File: src/gpt_pkg.sv
// constants for the general purpose timer block
package gpt_pkg;
    // register addresses (byte addresses as used by the plain port)
    localparam logic [15:0] ADDR_T1_COUNT = 16'h0100;
    localparam logic [15:0] ADDR_T1_PERIOD = 16'h0102;
    localparam logic [15:0] ADDR_T1_CONTROL = 16'h0104;
    localparam logic [15:0] ADDR_LOW_COUNT = 16'h0106;
    localparam logic [15:0] ADDR_HOLDING = 16'h0108;
    localparam logic [15:0] ADDR_HIGH_COUNT = 16'h010a;
    localparam logic [15:0] ADDR_LOW_PERIOD = 16'h010c;
    localparam logic [15:0] ADDR_HIGH_PERIOD = 16'h010e;
    localparam logic [15:0] ADDR_LOW_CONTROL = 16'h0110;
    localparam logic [15:0] ADDR_HIGH_CONTROL = 16'h0112;
    localparam logic [15:0] ADDR_IRQ_FLAGS = 16'h0114;
    localparam logic [15:0] ADDR_IRQ_ENABLES = 16'h0116;
    // control register fields
    localparam int BIT_ENABLE = 15;
    localparam int BIT_IDLE_STOP = 13;
    localparam int BIT_GATE = 6;
    localparam int BIT_PSC_HI = 5;
    localparam int BIT_PSC_LO = 4;
    localparam int BIT_PAIR32 = 3;
    localparam int BIT_SYNC = 2;
    localparam int BIT_CLK_SRC = 1;
    // implemented bits per control register
    localparam logic [15:0] MASK_T1_CTL = 16'ha076;
    localparam logic [15:0] MASK_LOW_CTL = 16'ha07a;
    localparam logic [15:0] MASK_HIGH_CTL = 16'ha072;
    // reset values
    localparam logic [15:0] RST_PERIOD = 16'hffff;
    localparam logic [15:0] RST_CONTROL = 16'h0000;
    localparam logic [15:0] RST_COUNT = 16'h0000;
    localparam logic [15:0] CNT_MAX = 16'hffff;
    // prescaler terminal counts for 1:1, 1:8, 1:64, 1:256
    localparam int PSC_W = 8;
    localparam logic [PSC_W-1:0] PSC_LIM_1 = 8'h00;
    localparam logic [PSC_W-1:0] PSC_LIM_8 = 8'h07;
    localparam logic [PSC_W-1:0] PSC_LIM_64 = 8'h3f;
    localparam logic [PSC_W-1:0] PSC_LIM_256 = 8'hff;
    // timer indices
    localparam int NUM_TIMERS = 3;
    localparam int IDX_T1 = 0;
    localparam int IDX_LOW = 1;
    localparam int IDX_HIGH = 2;
endpackage

File: src/gpt_top.sv
// general purpose timers: one 16-bit timer and a 16/32-bit timer pair
//
// Summary of operation
// - timer one prescale 1, 8, 64, 256
// - prescaler cleared by count write while enabled, disable, reset
// - prescaler frozen while timer disabled
// - control write never changes count
// - sleep counting only enabled async external clock
// - sleep counting wraps at period, raises flag
// - period match sets flag, gated by enable
// - flag sticks until software clears it
// - gate falling edge also sets flag
// - timer one control bit layout
// - pair halves: timer or sync counter only
// - low half is low word in 32-bit
// - 32-bit uses low controls, high flag
// - low half registers its prescaler output
// - 32-bit timer wraps at combined period
// - low count read latches high word
// - low count write loads high from holding
// - 32-bit sync counter counts external edges
// - idle-stop bit halts counting in idle
// - gated mode counts cycles while gate high
// - gate fall stops count, keeps value
// - timer mode counts cycles, wraps at period
// - async counter counts external rising edges
// - async counter halts in idle when set
//
// The plain strobed port is this design's own decision.
`timescale 1ns/1ns
`default_nettype none
module gpt_top
    import gpt_pkg::*;
(
    input wire logic clk_i,
    input wire logic rst_n_i,
    input wire logic [15:0] addr_i,
    input wire logic [15:0] wdata_i,
    input wire logic wr_i,
    input wire logic rd_i,
    output logic [15:0] rdata_o,
    input wire logic cpu_idle_i,
    input wire logic cpu_sleep_i,
    input wire logic t1_pin_i,
    input wire logic pair_pin_i,
    input wire logic high_pin_i,
    output logic [NUM_TIMERS-1:0] irq_o
);
    logic [15:0] cnt [NUM_TIMERS];
    logic [15:0] per [NUM_TIMERS];
    logic [15:0] con [NUM_TIMERS];
    logic [PSC_W-1:0] psc [NUM_TIMERS];
    logic [NUM_TIMERS-1:0] pin_q;
    logic [NUM_TIMERS-1:0] flag;
    logic [NUM_TIMERS-1:0] ie;
    logic [NUM_TIMERS-1:0] tk;
    logic [NUM_TIMERS-1:0] mt;
    logic [NUM_TIMERS-1:0] gfall;
    logic [NUM_TIMERS-1:0] ev;
    logic low_tick_q;
    logic [15:0] hold;
    logic [15:0] next_rdata;
    logic [NUM_TIMERS-1:0] next_flag;
    wire [NUM_TIMERS-1:0] pin = {high_pin_i, pair_pin_i, t1_pin_i};
    wire [15:0] a_cnt [NUM_TIMERS] = '{ADDR_T1_COUNT, ADDR_LOW_COUNT, ADDR_HIGH_COUNT};
    wire [15:0] a_per [NUM_TIMERS] = '{ADDR_T1_PERIOD, ADDR_LOW_PERIOD, ADDR_HIGH_PERIOD};
    wire [15:0] a_con [NUM_TIMERS] = '{ADDR_T1_CONTROL, ADDR_LOW_CONTROL, ADDR_HIGH_CONTROL};
    wire [15:0] mask [NUM_TIMERS] = '{MASK_T1_CTL, MASK_LOW_CTL, MASK_HIGH_CTL};
    wire m32 = con[IDX_LOW][BIT_PAIR32];
    // full 32-bit compare, so a low word match alone never wraps the pair
    wire mm32 = (cnt[IDX_LOW] == per[IDX_LOW]) && (cnt[IDX_HIGH] == per[IDX_HIGH]);
    wire rd_low = rd_i && (addr_i == ADDR_LOW_COUNT);
    wire wr_low = wr_i && (addr_i == ADDR_LOW_COUNT);
    wire wr_flags = wr_i && (addr_i == ADDR_IRQ_FLAGS);

    // prescaler terminal count from the two-bit select
    function automatic logic [PSC_W-1:0] psc_lim(input logic [1:0] sel);
        logic [PSC_W-1:0] r;
        r = PSC_LIM_1;
        unique case (sel)
            2'h0: r = PSC_LIM_1;
            2'h1: r = PSC_LIM_8;
            2'h2: r = PSC_LIM_64;
            2'h3: r = PSC_LIM_256;
        endcase
        return r;
    endfunction

    genvar i;
    generate
        for (i = 0; i < NUM_TIMERS; i++)
        begin : g_tmr
            // in 32-bit mode the high half takes the low half's controls
            wire hi32 = (i == IDX_HIGH) && m32;
            wire [15:0] c = hi32 ? con[IDX_LOW] : con[i];
            wire timer_enable_bit = c[BIT_ENABLE];
            wire clock_source_select = c[BIT_CLK_SRC];
            wire gate = c[BIT_GATE] && !clock_source_select;
            // only timer one offers the asynchronous mode, which runs in sleep
            wire async_ok = (i == IDX_T1) && clock_source_select && !c[BIT_SYNC];
            wire run = timer_enable_bit && !(cpu_idle_i && c[BIT_IDLE_STOP]) && (!cpu_sleep_i || async_ok);
            wire rise = pin[i] && !pin_q[i];
            // external edge, gate level, or every instruction cycle
            wire src = clock_source_select ? rise : (gate ? pin[i] : 1'b1);
            wire wr_c = wr_i && (addr_i == a_cnt[i]);
            wire wr_k = wr_i && (addr_i == a_con[i]);
            wire wrap_p = psc[i] == psc_lim(c[BIT_PSC_HI:BIT_PSC_LO]);
            wire raw = run && src && wrap_p;
            wire own_tk = (i == IDX_LOW) ? low_tick_q : raw;
            assign tk[i] = hi32 ? tk[IDX_LOW] : own_tk;
            assign mt[i] = (m32 && i != IDX_T1) ? mm32 : (cnt[i] == per[i]);
            assign gfall[i] = gate && timer_enable_bit && pin_q[i] && !pin[i];
            assign ev[i] = (tk[i] && mt[i]) || gfall[i];
            // high half advances on low half carry in 32-bit mode
            wire inc = hi32 ? (tk[IDX_LOW] && (mm32 || cnt[IDX_LOW] == CNT_MAX)) : tk[i];
            wire [15:0] cnt_inc = mt[i] ? RST_COUNT : cnt[i] + 16'h0001;
            wire ld_hold = (i == IDX_HIGH) && m32 && wr_low;

            // prescaler: held while off; the disabling control write has already cleared it to zero
            always_ff @(posedge clk_i)
            begin
                if (!rst_n_i)
                    psc[i] <= '0;
                else if (wr_k && con[i][BIT_ENABLE] && !wdata_i[BIT_ENABLE])
                    psc[i] <= '0;
                else if (wr_c && timer_enable_bit)
                    psc[i] <= '0;
                else if (run && src)
                    psc[i] <= wrap_p ? '0 : psc[i] + 1'b1;
            end

            // count: only a count write loads it, control writes leave it
            always_ff @(posedge clk_i)
            begin
                if (!rst_n_i)
                    cnt[i] <= RST_COUNT;
                else if (ld_hold)
                    cnt[i] <= hold;
                else if (wr_c)
                    cnt[i] <= wdata_i;
                else if (inc)
                    cnt[i] <= cnt_inc;
            end

            // period, control and pin history
            always_ff @(posedge clk_i)
            begin
                if (!rst_n_i)
                begin
                    per[i] <= RST_PERIOD;
                    con[i] <= RST_CONTROL;
                    pin_q[i] <= 1'b0;
                end
                else
                begin
                    if (wr_i && addr_i == a_per[i])
                        per[i] <= wdata_i;
                    if (wr_k)
                        con[i] <= wdata_i & mask[i];
                    pin_q[i] <= pin[i];
                end
            end
        end
    endgenerate

    // flag sources: in 32-bit mode the pair reports on the high flag only
    wire [NUM_TIMERS-1:0] set = {m32 ? ev[IDX_LOW] : ev[IDX_HIGH], ev[IDX_LOW] && !m32, ev[IDX_T1]};
    // write-one-to-clear; a set in the same cycle wins
    assign next_flag = set | (flag & ~(wr_flags ? wdata_i[NUM_TIMERS-1:0] : '0));

    // read mux, answer stands for one cycle only
    always_comb
    begin
        next_rdata = '0;
        if (rd_i)
        begin
            unique case (addr_i)
                ADDR_T1_COUNT: next_rdata = cnt[IDX_T1];
                ADDR_T1_PERIOD: next_rdata = per[IDX_T1];
                ADDR_T1_CONTROL: next_rdata = con[IDX_T1];
                ADDR_LOW_COUNT: next_rdata = cnt[IDX_LOW];
                ADDR_HOLDING: next_rdata = hold;
                ADDR_HIGH_COUNT: next_rdata = cnt[IDX_HIGH];
                ADDR_LOW_PERIOD: next_rdata = per[IDX_LOW];
                ADDR_HIGH_PERIOD: next_rdata = per[IDX_HIGH];
                ADDR_LOW_CONTROL: next_rdata = con[IDX_LOW];
                ADDR_HIGH_CONTROL: next_rdata = con[IDX_HIGH];
                ADDR_IRQ_FLAGS: next_rdata = {13'h0000, flag};
                ADDR_IRQ_ENABLES: next_rdata = {13'h0000, ie};
                default: next_rdata = '0;
            endcase
        end
    end

    // shared state: flags, enables, holding word, sync stage, outputs
    always_ff @(posedge clk_i)
    begin
        if (!rst_n_i)
        begin
            flag <= '0;
            ie <= '0;
            hold <= RST_COUNT;
            low_tick_q <= 1'b0;
            rdata_o <= '0;
            irq_o <= '0;
        end
        else
        begin
            flag <= next_flag;
            if (wr_i && addr_i == ADDR_IRQ_ENABLES)
                ie <= wdata_i[NUM_TIMERS-1:0];
            if (rd_low)
                hold <= cnt[IDX_HIGH];
            else if (wr_i && addr_i == ADDR_HOLDING)
                hold <= wdata_i;
            low_tick_q <= g_tmr[IDX_LOW].raw;
            rdata_o <= next_rdata;
            irq_o <= next_flag & ie;
        end
    end

    wire t1_async = con[IDX_T1][BIT_ENABLE] && con[IDX_T1][BIT_CLK_SRC] && !con[IDX_T1][BIT_SYNC];
    wire any_wr_t1 = wr_i && (addr_i == ADDR_T1_COUNT);
endmodule
`default_nettype wire

File: config.mk
export PLATFORM = sky130hd
export DESIGN_NAME = gpt_top
export DESIGN_NICKNAME = d
export VERILOG_FILES = /design/src/gpt_pkg.sv /design/src/gpt_top.sv
export SDC_FILE = /design/constraint.sdc
export NUM_CORES = 1
export LEC_CHECK = 0
export ABC_AREA = 1
export CAP_MARGIN = 20
export CORE_AREA = 2 2 169 171
export CTS_BUF_LIST = sky130_fd_sc_hd__clkbuf_4 sky130_fd_sc_hd__clkbuf_8
export DETAILED_ROUTE_END_ITERATION = 7
export DIE_AREA = 0 0 171 173
export DONT_BUFFER_PORTS = 1
export PLACE_DENSITY = 0.57
export RECOVER_POWER = 50
export SYNTH_ARGS = -nofsm -noshare
export SYNTH_HDL_FRONTEND = slang
export SYNTH_SLANG_ARGS = --single-unit
File: constraint.sdc
create_clock -name clk_i -period 4.03 [get_ports clk_i]
set_clock_uncertainty 0.05 [all_clocks]
set_input_delay 0.806 -clock clk_i [delete_from_list [all_inputs] [get_ports clk_i]]
set_output_delay 0.806 -clock clk_i [all_outputs]
set_load 0.01 [all_outputs]
==> reports/qor.txt, run 1 <==
Status -> finished clean
Die Ht -> 173 µm
Drt wl/cell -> 19.2 µm
Mean post-synth cell area -> 7.86 µm²
Total power per unit cell area -> 319 nW/µm²
Flop pwr share -> 0.590
CTS root buffer -> clkbuf_8
Cell-internal power -> 2.74 mW
Hold_buf cts -> 0
Worst r2r src -> con[1][2]
TritonCTS clock tree -> done
Max Root-Sink Buffers -> 2
Post-CTS Resized -> 0
GPL Wtd Cong -> 0.947
CP endpoint -> rdata_o[14]
Total congestion overflow -> 0
Post-CTS Setup Inserts -> 0
Max cap viols -> 0
Max Clock Freq -> 0.309 GHz
Die area -> 29600 µm²
Fillers -> 2850
RSZ-0062 raised after global routing -> false
Hold WC Path Type -> in -> reg
Worst-margin pin slew -> 1.23 ns
Startpoint Class -> input pin
Layout Nets -> 1441
Syn nets -> 1444
Final Cycle Share -> 0.803
Logic pwr share -> 0.071
Core box area -> 27600 µm²
Vias in the first global route -> 9007
Psw -> 0.985 mW
Final TNS setup -> 0 ns
Synth async-reset ratio -> 0
Worst R2R Path Depth -> 12
Starting Density -> 0.397
Cell Area, Synth -> 11000 µm²
Layout cells sized above 1 -> 0.0753
Placed insts -> 1753
Netlist cell types -> 49
Largest net degree at the start of global routing -> 33
EDFF count, synth -> 140
Core Rows -> 61
Commonest non-fill, non-tap cell in the layout -> nand2_1
Seq/Total Area, Yosys -> 0.465
Final Hold Fails -> 0
Residual DRC -> 0
Via Count -> 9608
Most frequent cells in the layout -> nand2_1 (368), nor2_1 (178), inv_1 (154), edfxtp_1 (140), nand3_1 (86)
I/O Pins -> 60
Antenna-violating nets left -> 0
Antenna diodes -> 0
Initial drt markers -> 1015
Hpwl dp -> 25.5 mm
# clock sinks -> 185
Slew headroom -> 0.179
Leak -> 4.49 nW
Critical Path AT -> 3.59 ns
Worst-Skew Late Latency -> 0.49 ns
Clk pwr share -> 0.339
Yosys warns -> 0
Pwr Total -> 3.72 mW
CP Max Fanout -> 14
CTS buffer count -> 17
Ys flop type -> edfxtp_1
Core Util, Final -> 0.422
Crit Path Category -> in -> reg
Synth Instances -> 1397
Worst vdd ir -> 201 µV
Max-slew violation count -> 0
WL final -> 34.3 mm
Placed cell areas -> 11300 µm²
Tot GR Track Use -> 0.233
Critical Path Source -> addr_i[15]
Worst Path Required -> 4.39 ns
Initial antenna violation count -> 0
Die Width -> 171 µm
Vias per cell -> 5.38
H-Tree Depth -> 4
IO Port Bufs -> 0
Min Tclk post-route -> 3.23 ns
Synth-to-layout area growth -> 6.11%
Final number of setup-violating endpoints -> 0
RR Endpoint -> cnt[2][3]
Pre-antenna DRT Iters -> 6
Post-Layout Cell Count -> 1785
Switching Share -> 0.265
First-pass GRT wire length -> 52.1 mm
Worst reg2reg setup slack -> 0.85 ns
Worst Setup End Kind -> flip-flop
#FFs+latches synth -> 185
Fin area -> 11600 µm²
Clk pin slew, worst setup/hold paths -> 0.11 ns
==> through the flow <==
step                setup WS (ns)  hold slack (ns)
floorplan                   0.837            0.380
global placement            0.890            0.409
detailed placement          0.799            0.410
CTS                         0.844            0.337
global route                0.513            0.339
finish                      0.795            0.355
==> flip-flops by register name, summed over array words and instances (netlist names) <==
register	cells
cnt	48
con	20
flag	3
g_tmr.inc	1
hold	16
ie	3
irq_o	3
per	48
pin_q	3
psc	24
rdata_o	16
==> kinds of logic after synthesis <==
kind of cell | Yosys count | synth area share
fa+ha+maj | 6 | 0.00684
flops | 185 | 0.465
simple gates | 738 | 0.293
xor+xnor | 49 | 0.0391
buf+inv | 210 | 0.0790
compound gates | 209 | 0.117
==> cell usage after synthesis, types with 2 or more instances <==
master	instances	area, µm²
a21oi_1	41	205
a21oi_2	11	96.3
a21oi_4	2	32.5
a221oi_1	2	17.5
a22oi_1	27	203
buf_2	15	75.1
buf_6	7	78.8
clkbuf_1	12	45.0
clkinv_1	5	18.8
dfxtp_1	45	901
edfxtp_1	140	4200
ha_1	6	75.1
inv_1	153	574
inv_2	15	56.3
nand2_1	366	1370
nand2_2	15	93.8
nand2_4	3	33.8
nand3_1	86	430
nand3_2	2	20.0
nand3b_1	5	37.5
nand4_1	19	119
nor2_1	176	661
nor2_2	7	43.8
nor2_4	5	56.3
nor3_1	37	185
nor3_2	3	30.0
nor3_4	2	32.5
nor3b_1	2	15.0
o211ai_1	9	67.6
o21ai_0	61	305
o21ai_1	8	40.0
o21bai_1	2	15.0
o22ai_1	41	257
or2_2	5	31.3
xnor2_1	14	123
xor2_1	35	307
==> power groups by stage <==
stage	clock [mW]	sequential [mW]	combinational (mW)
floorplan	0	2.21	0.202
global placement	0	2.24	0.263
detailed placement	0	2.24	0.265
CTS	1.28	2.19	0.267
global route	1.36	2.21	0.299
finish	1.26	2.20	0.264
==> worst max-delay path, stage by stage <==
cell and delay [ns]:
nor2_1 0.13, nand2_1 0.07, nor2_1 0.59, nand2_4 0.11
clkinvlp_2 0.14, nand2_1 0.17, nor2_1 0.68, nor3_1 0.14
nand3_1 0.12, nand3_2 0.38, nor2_2 0.25
==> area by class of cell <==
type | instances | area [µm²] | area share
repair buffers | 13 | 75.1 | 0.00644
multi-input cells | 1002 | 4960 | 0.426
flip-flops and latches | 185 | 5100 | 0.438
clock inverters | 10 | 95.1 | 0.00816
clock buffers | 22 | 284 | 0.0244
inverters | 175 | 661 | 0.0567
well taps | 378 | 473 | 0.0406
==> metal layers <==
metal / global-route usage / vias to the layer above / wire length (µm)
met2: 0.370 / 395 / 15800
met3: 0.0492 / 76 / 2710
met1: 0.316 / 4499 / 14800
met5: 0 / - / 0
met4: 0.0787 / 0 / 991
li1: - / 4638 / -
==> worst min-delay path by stage <==
stage | slack, ns | depth (start not counted) | to | startpoint
floorplan | 0.38 | 2 | irq_o[1] | ie[1]
global placement | 0.41 | 2 | irq_o[1] | ie[1]
detailed placement | 0.41 | 2 | irq_o[1] | ie[1]
CTS | 0.34 | 2 | pin_q[1] | pair_pin_i
global route | 0.34 | 2 | pin_q[1] | pair_pin_i
finish | 0.35 | 2 | pin_q[1] | pair_pin_i
(Power assumes the default switching activity.)
==> inputs of run 2 (changes only) <==
PLACE_DENSITY = 0.59   (was 0.57)
clock period = 2.6 ns   (was 4.03 ns; I/O delays follow)
==> reports/qor.txt, run 2 (synthesis results as in run 1) <==
Fin area -> 11900 µm² (+2.5%)
Pre-antenna DRT Iters -> 7 (+1)
CTS buffer count -> 17 (unchanged)
Clk pin slew, worst setup/hold paths -> 0.11 ns (about the same)
Worst hold start -> t1_pin_i
Core Rows -> 61 (unchanged)
Max-slew violation count -> 0 (unchanged)
RSZ-0062 raised after global routing -> false
Final TNS setup -> 0 ns (unchanged)
Tot GR Track Use -> 0.236 (+0.00252)
I/O Pins -> 60 (unchanged)
RR Endpoint -> cnt[2][14]
Vias in the first global route -> 9201 (+2.2%)
Antenna-violating nets left -> 0 (unchanged)
Post-place setup slack -> 0.0626 ns (-0.737 ns)
Placed cell areas -> 11600 µm² (+2.4%)
Initial antenna violation count -> 0 (unchanged)
Commonest non-fill, non-tap cell in the layout -> nand2_1
CP dominant cell by count -> nor2_1
Status -> finished clean
Worst r2r src -> con[1][2]
Worst path cell trace -> nor2_1 -> nand2_1 -> nor2_1 -> nand2_4 -> clkinvlp_2 -> nand2_4 -> nor2_1 -> inv_1 -> nor3_1 -> buf_4 -> nand2_1
Die area -> 29600 µm² (unchanged)
Critical Path AT -> 2.61 ns (-0.98 ns)
Worst Path Required -> 2.78 ns (-1.61 ns)
Vias per cell -> 5.39 (about the same)
Final number of setup-violating endpoints -> 0 (unchanged)
Antenna diodes -> 0 (unchanged)
CTS root buffer -> clkbuf_8
Worst-Skew Late Latency -> 0.48 ns (about the same)
Placed insts -> 1787 (+1.9%)
Layout Nets -> 1477 (+2.5%)
Post-Layout Cell Count -> 1821 (+2.0%)
Max Clock Freq -> 0.411 GHz
Total power per unit cell area -> 491 nW/µm² (+54%)
First-pass GRT wire length -> 52.8 mm (+1.3%)
Layout cells sized above 1 -> 0.0984 (+0.0231)
Hold path endpoint -> pin_q[0]
Hold_buf cts -> 0 (unchanged)
Most frequent cells in the layout -> nand2_1 (366), nor2_1 (179), inv_1 (155), edfxtp_1 (140), nand3_1 (86)
Slew headroom -> 0.306 (+0.127)
Crit Path Category -> in -> reg
Hpwl dp -> 26.1 mm (+2.3%)
Die Ht -> 173 µm (unchanged)
GPL Wtd Cong -> 0.923 (-2.5%)
Worst vdd ir -> 304 µV (+51%)
H-Tree Depth -> 4 (unchanged)
IO Port Bufs -> 0 (unchanged)
Via Count -> 9810 (+2.1%)
Starting Density -> 0.397 (unchanged)
Worst reg2reg setup slack -> 0.24 ns (-0.61 ns)
Worst Setup End Kind -> flip-flop
Setup ws final -> 0.168 ns (-0.627 ns)
Drt wl/cell -> 19.1 µm (-0.72%)
Largest net degree at the start of global routing -> 33 (unchanged)
Synth-to-layout area growth -> 8.79%
Hold WS -> 0.0786 ns (-0.276 ns)
# clock sinks -> 185 (unchanged)
Hold WC Path Type -> in -> reg
Startpoint Class -> input pin
Worst R2R Path Depth -> 9 (-3)
CP top delay family -> simple AND/OR/NAND/NOR gates
Pwr Total -> 5.87 mW (+58%)
TritonCTS clock tree -> done
Final Cycle Share -> 0.935
Final Hold Fails -> 0 (unchanged)
Worst hold stages -> 2 (unchanged)
Max Root-Sink Buffers -> 2 (unchanged)
Core box area -> 27600 µm² (unchanged)
Total congestion overflow -> 0 (unchanged)
Leak -> 4.71 nW (+4.9%)
Min Tclk post-route -> 2.43 ns
CP Max Fanout -> 13 (-1)
Residual DRC -> 0 (unchanged)
Crit-path slowest cell -> nor3_1
Buf+Inv Stages, Crit Path -> 3 (+2)
Largest regs -> cnt (48), per (48), psc (24)
Core Util, Final -> 0.432 (+0.0106)
Initial drt markers -> 932 (-8.2%)
Die Width -> 171 µm (unchanged)
Worst-margin pin slew -> 1.04 ns (-0.191 ns)
Max cap viols -> 0 (unchanged)
Critical Path Max Stage Delay -> 0.40 ns (-0.28 ns)
WL final -> 34.7 mm (+1.3%)
[run 2: layout make-up]
cell class	count	area, µm²
Clock buffer	17	234
Clock inverter	15	155
Fill cell	2814	15700
Inverter	175	661
Multi-Input combinational cell	1002	4970
Sequential cell	185	5100
Tap cell	378	473
Timing Repair Buffer	49	348
[run 2: how the worst max path moves through the flow]
stage	depth (start not counted)	end	from	slack, ns
floorplan	10	cnt[2][0]	cnt[1][0]	0.07
global placement	11	cnt[2][15]	con[1][2]	0.11
detailed placement	11	cnt[2][15]	con[1][2]	0.06
CTS	11	cnt[2][1]	con[1][2]	0.05
global route	13	cnt[2][5]	cnt[2][2]	0.006
finish	11	per[2][6]	addr_i[11]	0.17
[run 2: power by group]
group,switching [mW],internal [mW]
clock network,1.23,0.801
logic,0.305,0.134
registers,0.116,3.28
total,1.65,4.22
[run 2: what timing repair did]
action                     CTS  global route
buffers inserted             0             2
setup endpoints to repair    0            27
resized for setup            0             1
[run 2: layer usage]
metal | up-vias | GRT usage | part of all wire
met5 | - | 0 | 0
met4 | 0 | 0.0784 | 0.028
met3 | 63 | 0.0343 | 0.073
met2 | 400 | 0.385 | 0.47
met1 | 4642 | 0.320 | 0.43
li1 | 4705 | - | -
==> inputs of run 3 (changes only) <==
RECOVER_POWER = unset   (was 50)
REMOVE_ABC_BUFFERS = 1   (was unset)
==> reports/qor.txt, run 3 (synthesis results as in run 1) <==
Status -> finished clean
Antenna-violating nets left -> 0 (unchanged)
Final Cycle Share -> 0.931 (-0.00492)
Storage cell area -> 5100 µm² (unchanged)
Antenna diodes -> 0 (unchanged)
GPL Wtd Cong -> 0.967 (+4.7%)
Final number of setup-violating endpoints -> 0 (unchanged)
TritonCTS clock tree -> done
Vias per cell -> 5.45 (+1.1%)
Critical Path AT -> 2.72 ns (+0.11 ns)
Setup ws final -> 0.181 ns (+0.0128 ns)
# clock sinks -> 185 (unchanged)
Core Rows -> 61 (unchanged)
CP endpoint -> cnt[2][12]
Max cap viols -> 0 (unchanged)
Largest regs -> cnt (48), per (48), psc (24)
Min Tclk post-route -> 2.42 ns (-0.0128 ns)
I/O Pins -> 60 (unchanged)
Residual DRC -> 0 (unchanged)
Worst reg2reg setup slack -> 0.18 ns (-0.06 ns)
Most frequent cells in the layout -> nand2_1 (366), nor2_1 (176), inv_1 (153), edfxtp_1 (140), nand3_1 (86)
Post-Layout Cell Count -> 1830 (+0.49%)
Layout cells sized above 1 -> 0.114 (+0.0152)
Drt wl/cell -> 19.7 µm (+3.4%)
Initial antenna violation count -> 0 (unchanged)
Die Width -> 171 µm (unchanged)
Die area -> 29600 µm² (unchanged)
Final Hold Fails -> 0 (unchanged)
Commonest non-fill, non-tap cell in the layout -> nand2_1
CP Max Fanout -> 16 (+3)
WL final -> 36.1 mm (+4.0%)
Total power per unit cell area -> 483 nW/µm² (-1.6%)
Final TNS setup -> 0 ns (unchanged)
Leak -> 4.82 nW (+2.3%)
Max Root-Sink Buffers -> 2 (unchanged)
Worst Setup End Kind -> flip-flop
Vias in the first global route -> 9213 (+0.13%)
Hpwl dp -> 27.3 mm (+4.6%)
Slew headroom -> 0.634 (+0.329)
Pre-antenna DRT Iters -> 5 (-2)
Hold_buf cts -> 0 (unchanged)
Core box area -> 27600 µm² (unchanged)
Post-place setup slack -> 0.0628 ns (+0.000151 ns)
Worst-margin pin slew -> 0.548 ns (-0.494 ns)
Clk pin slew, worst setup/hold paths -> 0.11 ns (about the same)
Fillers -> 2834 (+0.71%)
Tot GR Track Use -> 0.242 (+0.00624)
Worst Path Required -> 2.90 ns (+0.12 ns)
Max Clock Freq -> 0.413 GHz (+0.53%)
Starting Density -> 0.397 (unchanged)
Via Count -> 9969 (+1.6%)
H-Tree Depth -> 4 (unchanged)
RSZ-0062 raised after global routing -> false
Crit Path Category -> reg -> reg
First-pass GRT wire length -> 54.0 mm (+2.3%)
Worst vdd ir -> 262 µV (-14%)
Die Ht -> 173 µm (unchanged)
Hold WC Path Type -> in -> reg
Critical Path Source -> con[1][2]
Worst-Skew Late Latency -> 0.50 ns (+0.02 ns)
Layout Nets -> 1486 (+0.61%)
Initial drt markers -> 1163 (+25%)
Multi-input gate area -> 5010 µm² (+0.88%)
Worst r2r src -> con[1][2]
Worst R2R Path Depth -> 11 (+2)
Largest net degree at the start of global routing -> 33 (unchanged)
CTS root buffer -> clkbuf_8
Startpoint Class -> flip-flop
Max-slew violation count -> 0 (unchanged)
CTS buffer count -> 17 (unchanged)
Total congestion overflow -> 0 (unchanged)
RR Endpoint -> cnt[2][12]
Synth-to-layout area growth -> 10.3%
IO Port Bufs -> 0 (unchanged)
Placed insts -> 1796 (+0.50%)
run 3: cell type report:
type	instances	area share
timing repair buffer	58	0.0391
multi-input combinational	1002	0.414
tap	378	0.0391
clock buffer	17	0.0193
inverter	175	0.0546
sequential	185	0.422
clock inverter	15	0.0124
run 3: worst min path at each step:
stage,startpoint,to,cells after the start
floorplan,ie[1],irq_o[1],2
global placement,ie[1],irq_o[1],2
detailed placement,ie[1],irq_o[1],2
CTS,pair_pin_i,pin_q[1],2
global route,pair_pin_i,pin_q[1],2
finish,pair_pin_i,pin_q[1],2
run 3: metrics by stage:
stage / area, µm² / power, mW / hold slack [ns] / util
floorplan: 10800 / 3.72 / 0.380 / -
global placement: 11700 / 3.90 / 0.411 / 0.424
detailed placement: 11700 / 3.91 / 0.411 / 0.424
CTS: 12100 / 5.87 / 0.0488 / 0.438
global route: 12100 / 6.04 / 0.0577 / 0.438
finish: 12100 / 5.85 / 0.0669 / 0.438
run 3: worst max-delay path, stage by stage, from the launching register on:
cell	delay, ns
edfxtp_1	0.52
buf_4	0.21
nand2_1	0.06
nand2_1	0.08
nor2_1	0.09
nand3_1	0.10
nor3_1	0.14
nand2_1	0.14
a21oi_4	0.29
buf_4	0.29
nand3_1	0.14
a21oi_2	0.15
run 3: what timing repair did:
action | in CTS | in global routing
buffers inserted | 0 | 2
gates resized for setup | 0 | 1
endpoints found under the setup margin | 0 | 21
run 3: routing by layer:
| layer | up-vias | global-route usage | share of wire |
|---|---|---|---|
| met2 | 460 | 0.388 | 0.46 |
| met5 | - | 0 | 0 |
| li1 | 4734 | - | - |
| met4 | 0 | 0.0837 | 0.031 |
| met1 | 4707 | 0.330 | 0.43 |
| met3 | 68 | 0.0407 | 0.079 |
run 3: report_power, final:
group	switching [mW]	internal (mW)
Clock	1.21	0.797
Sequential	0.117	3.28
Combinational	0.311	0.141
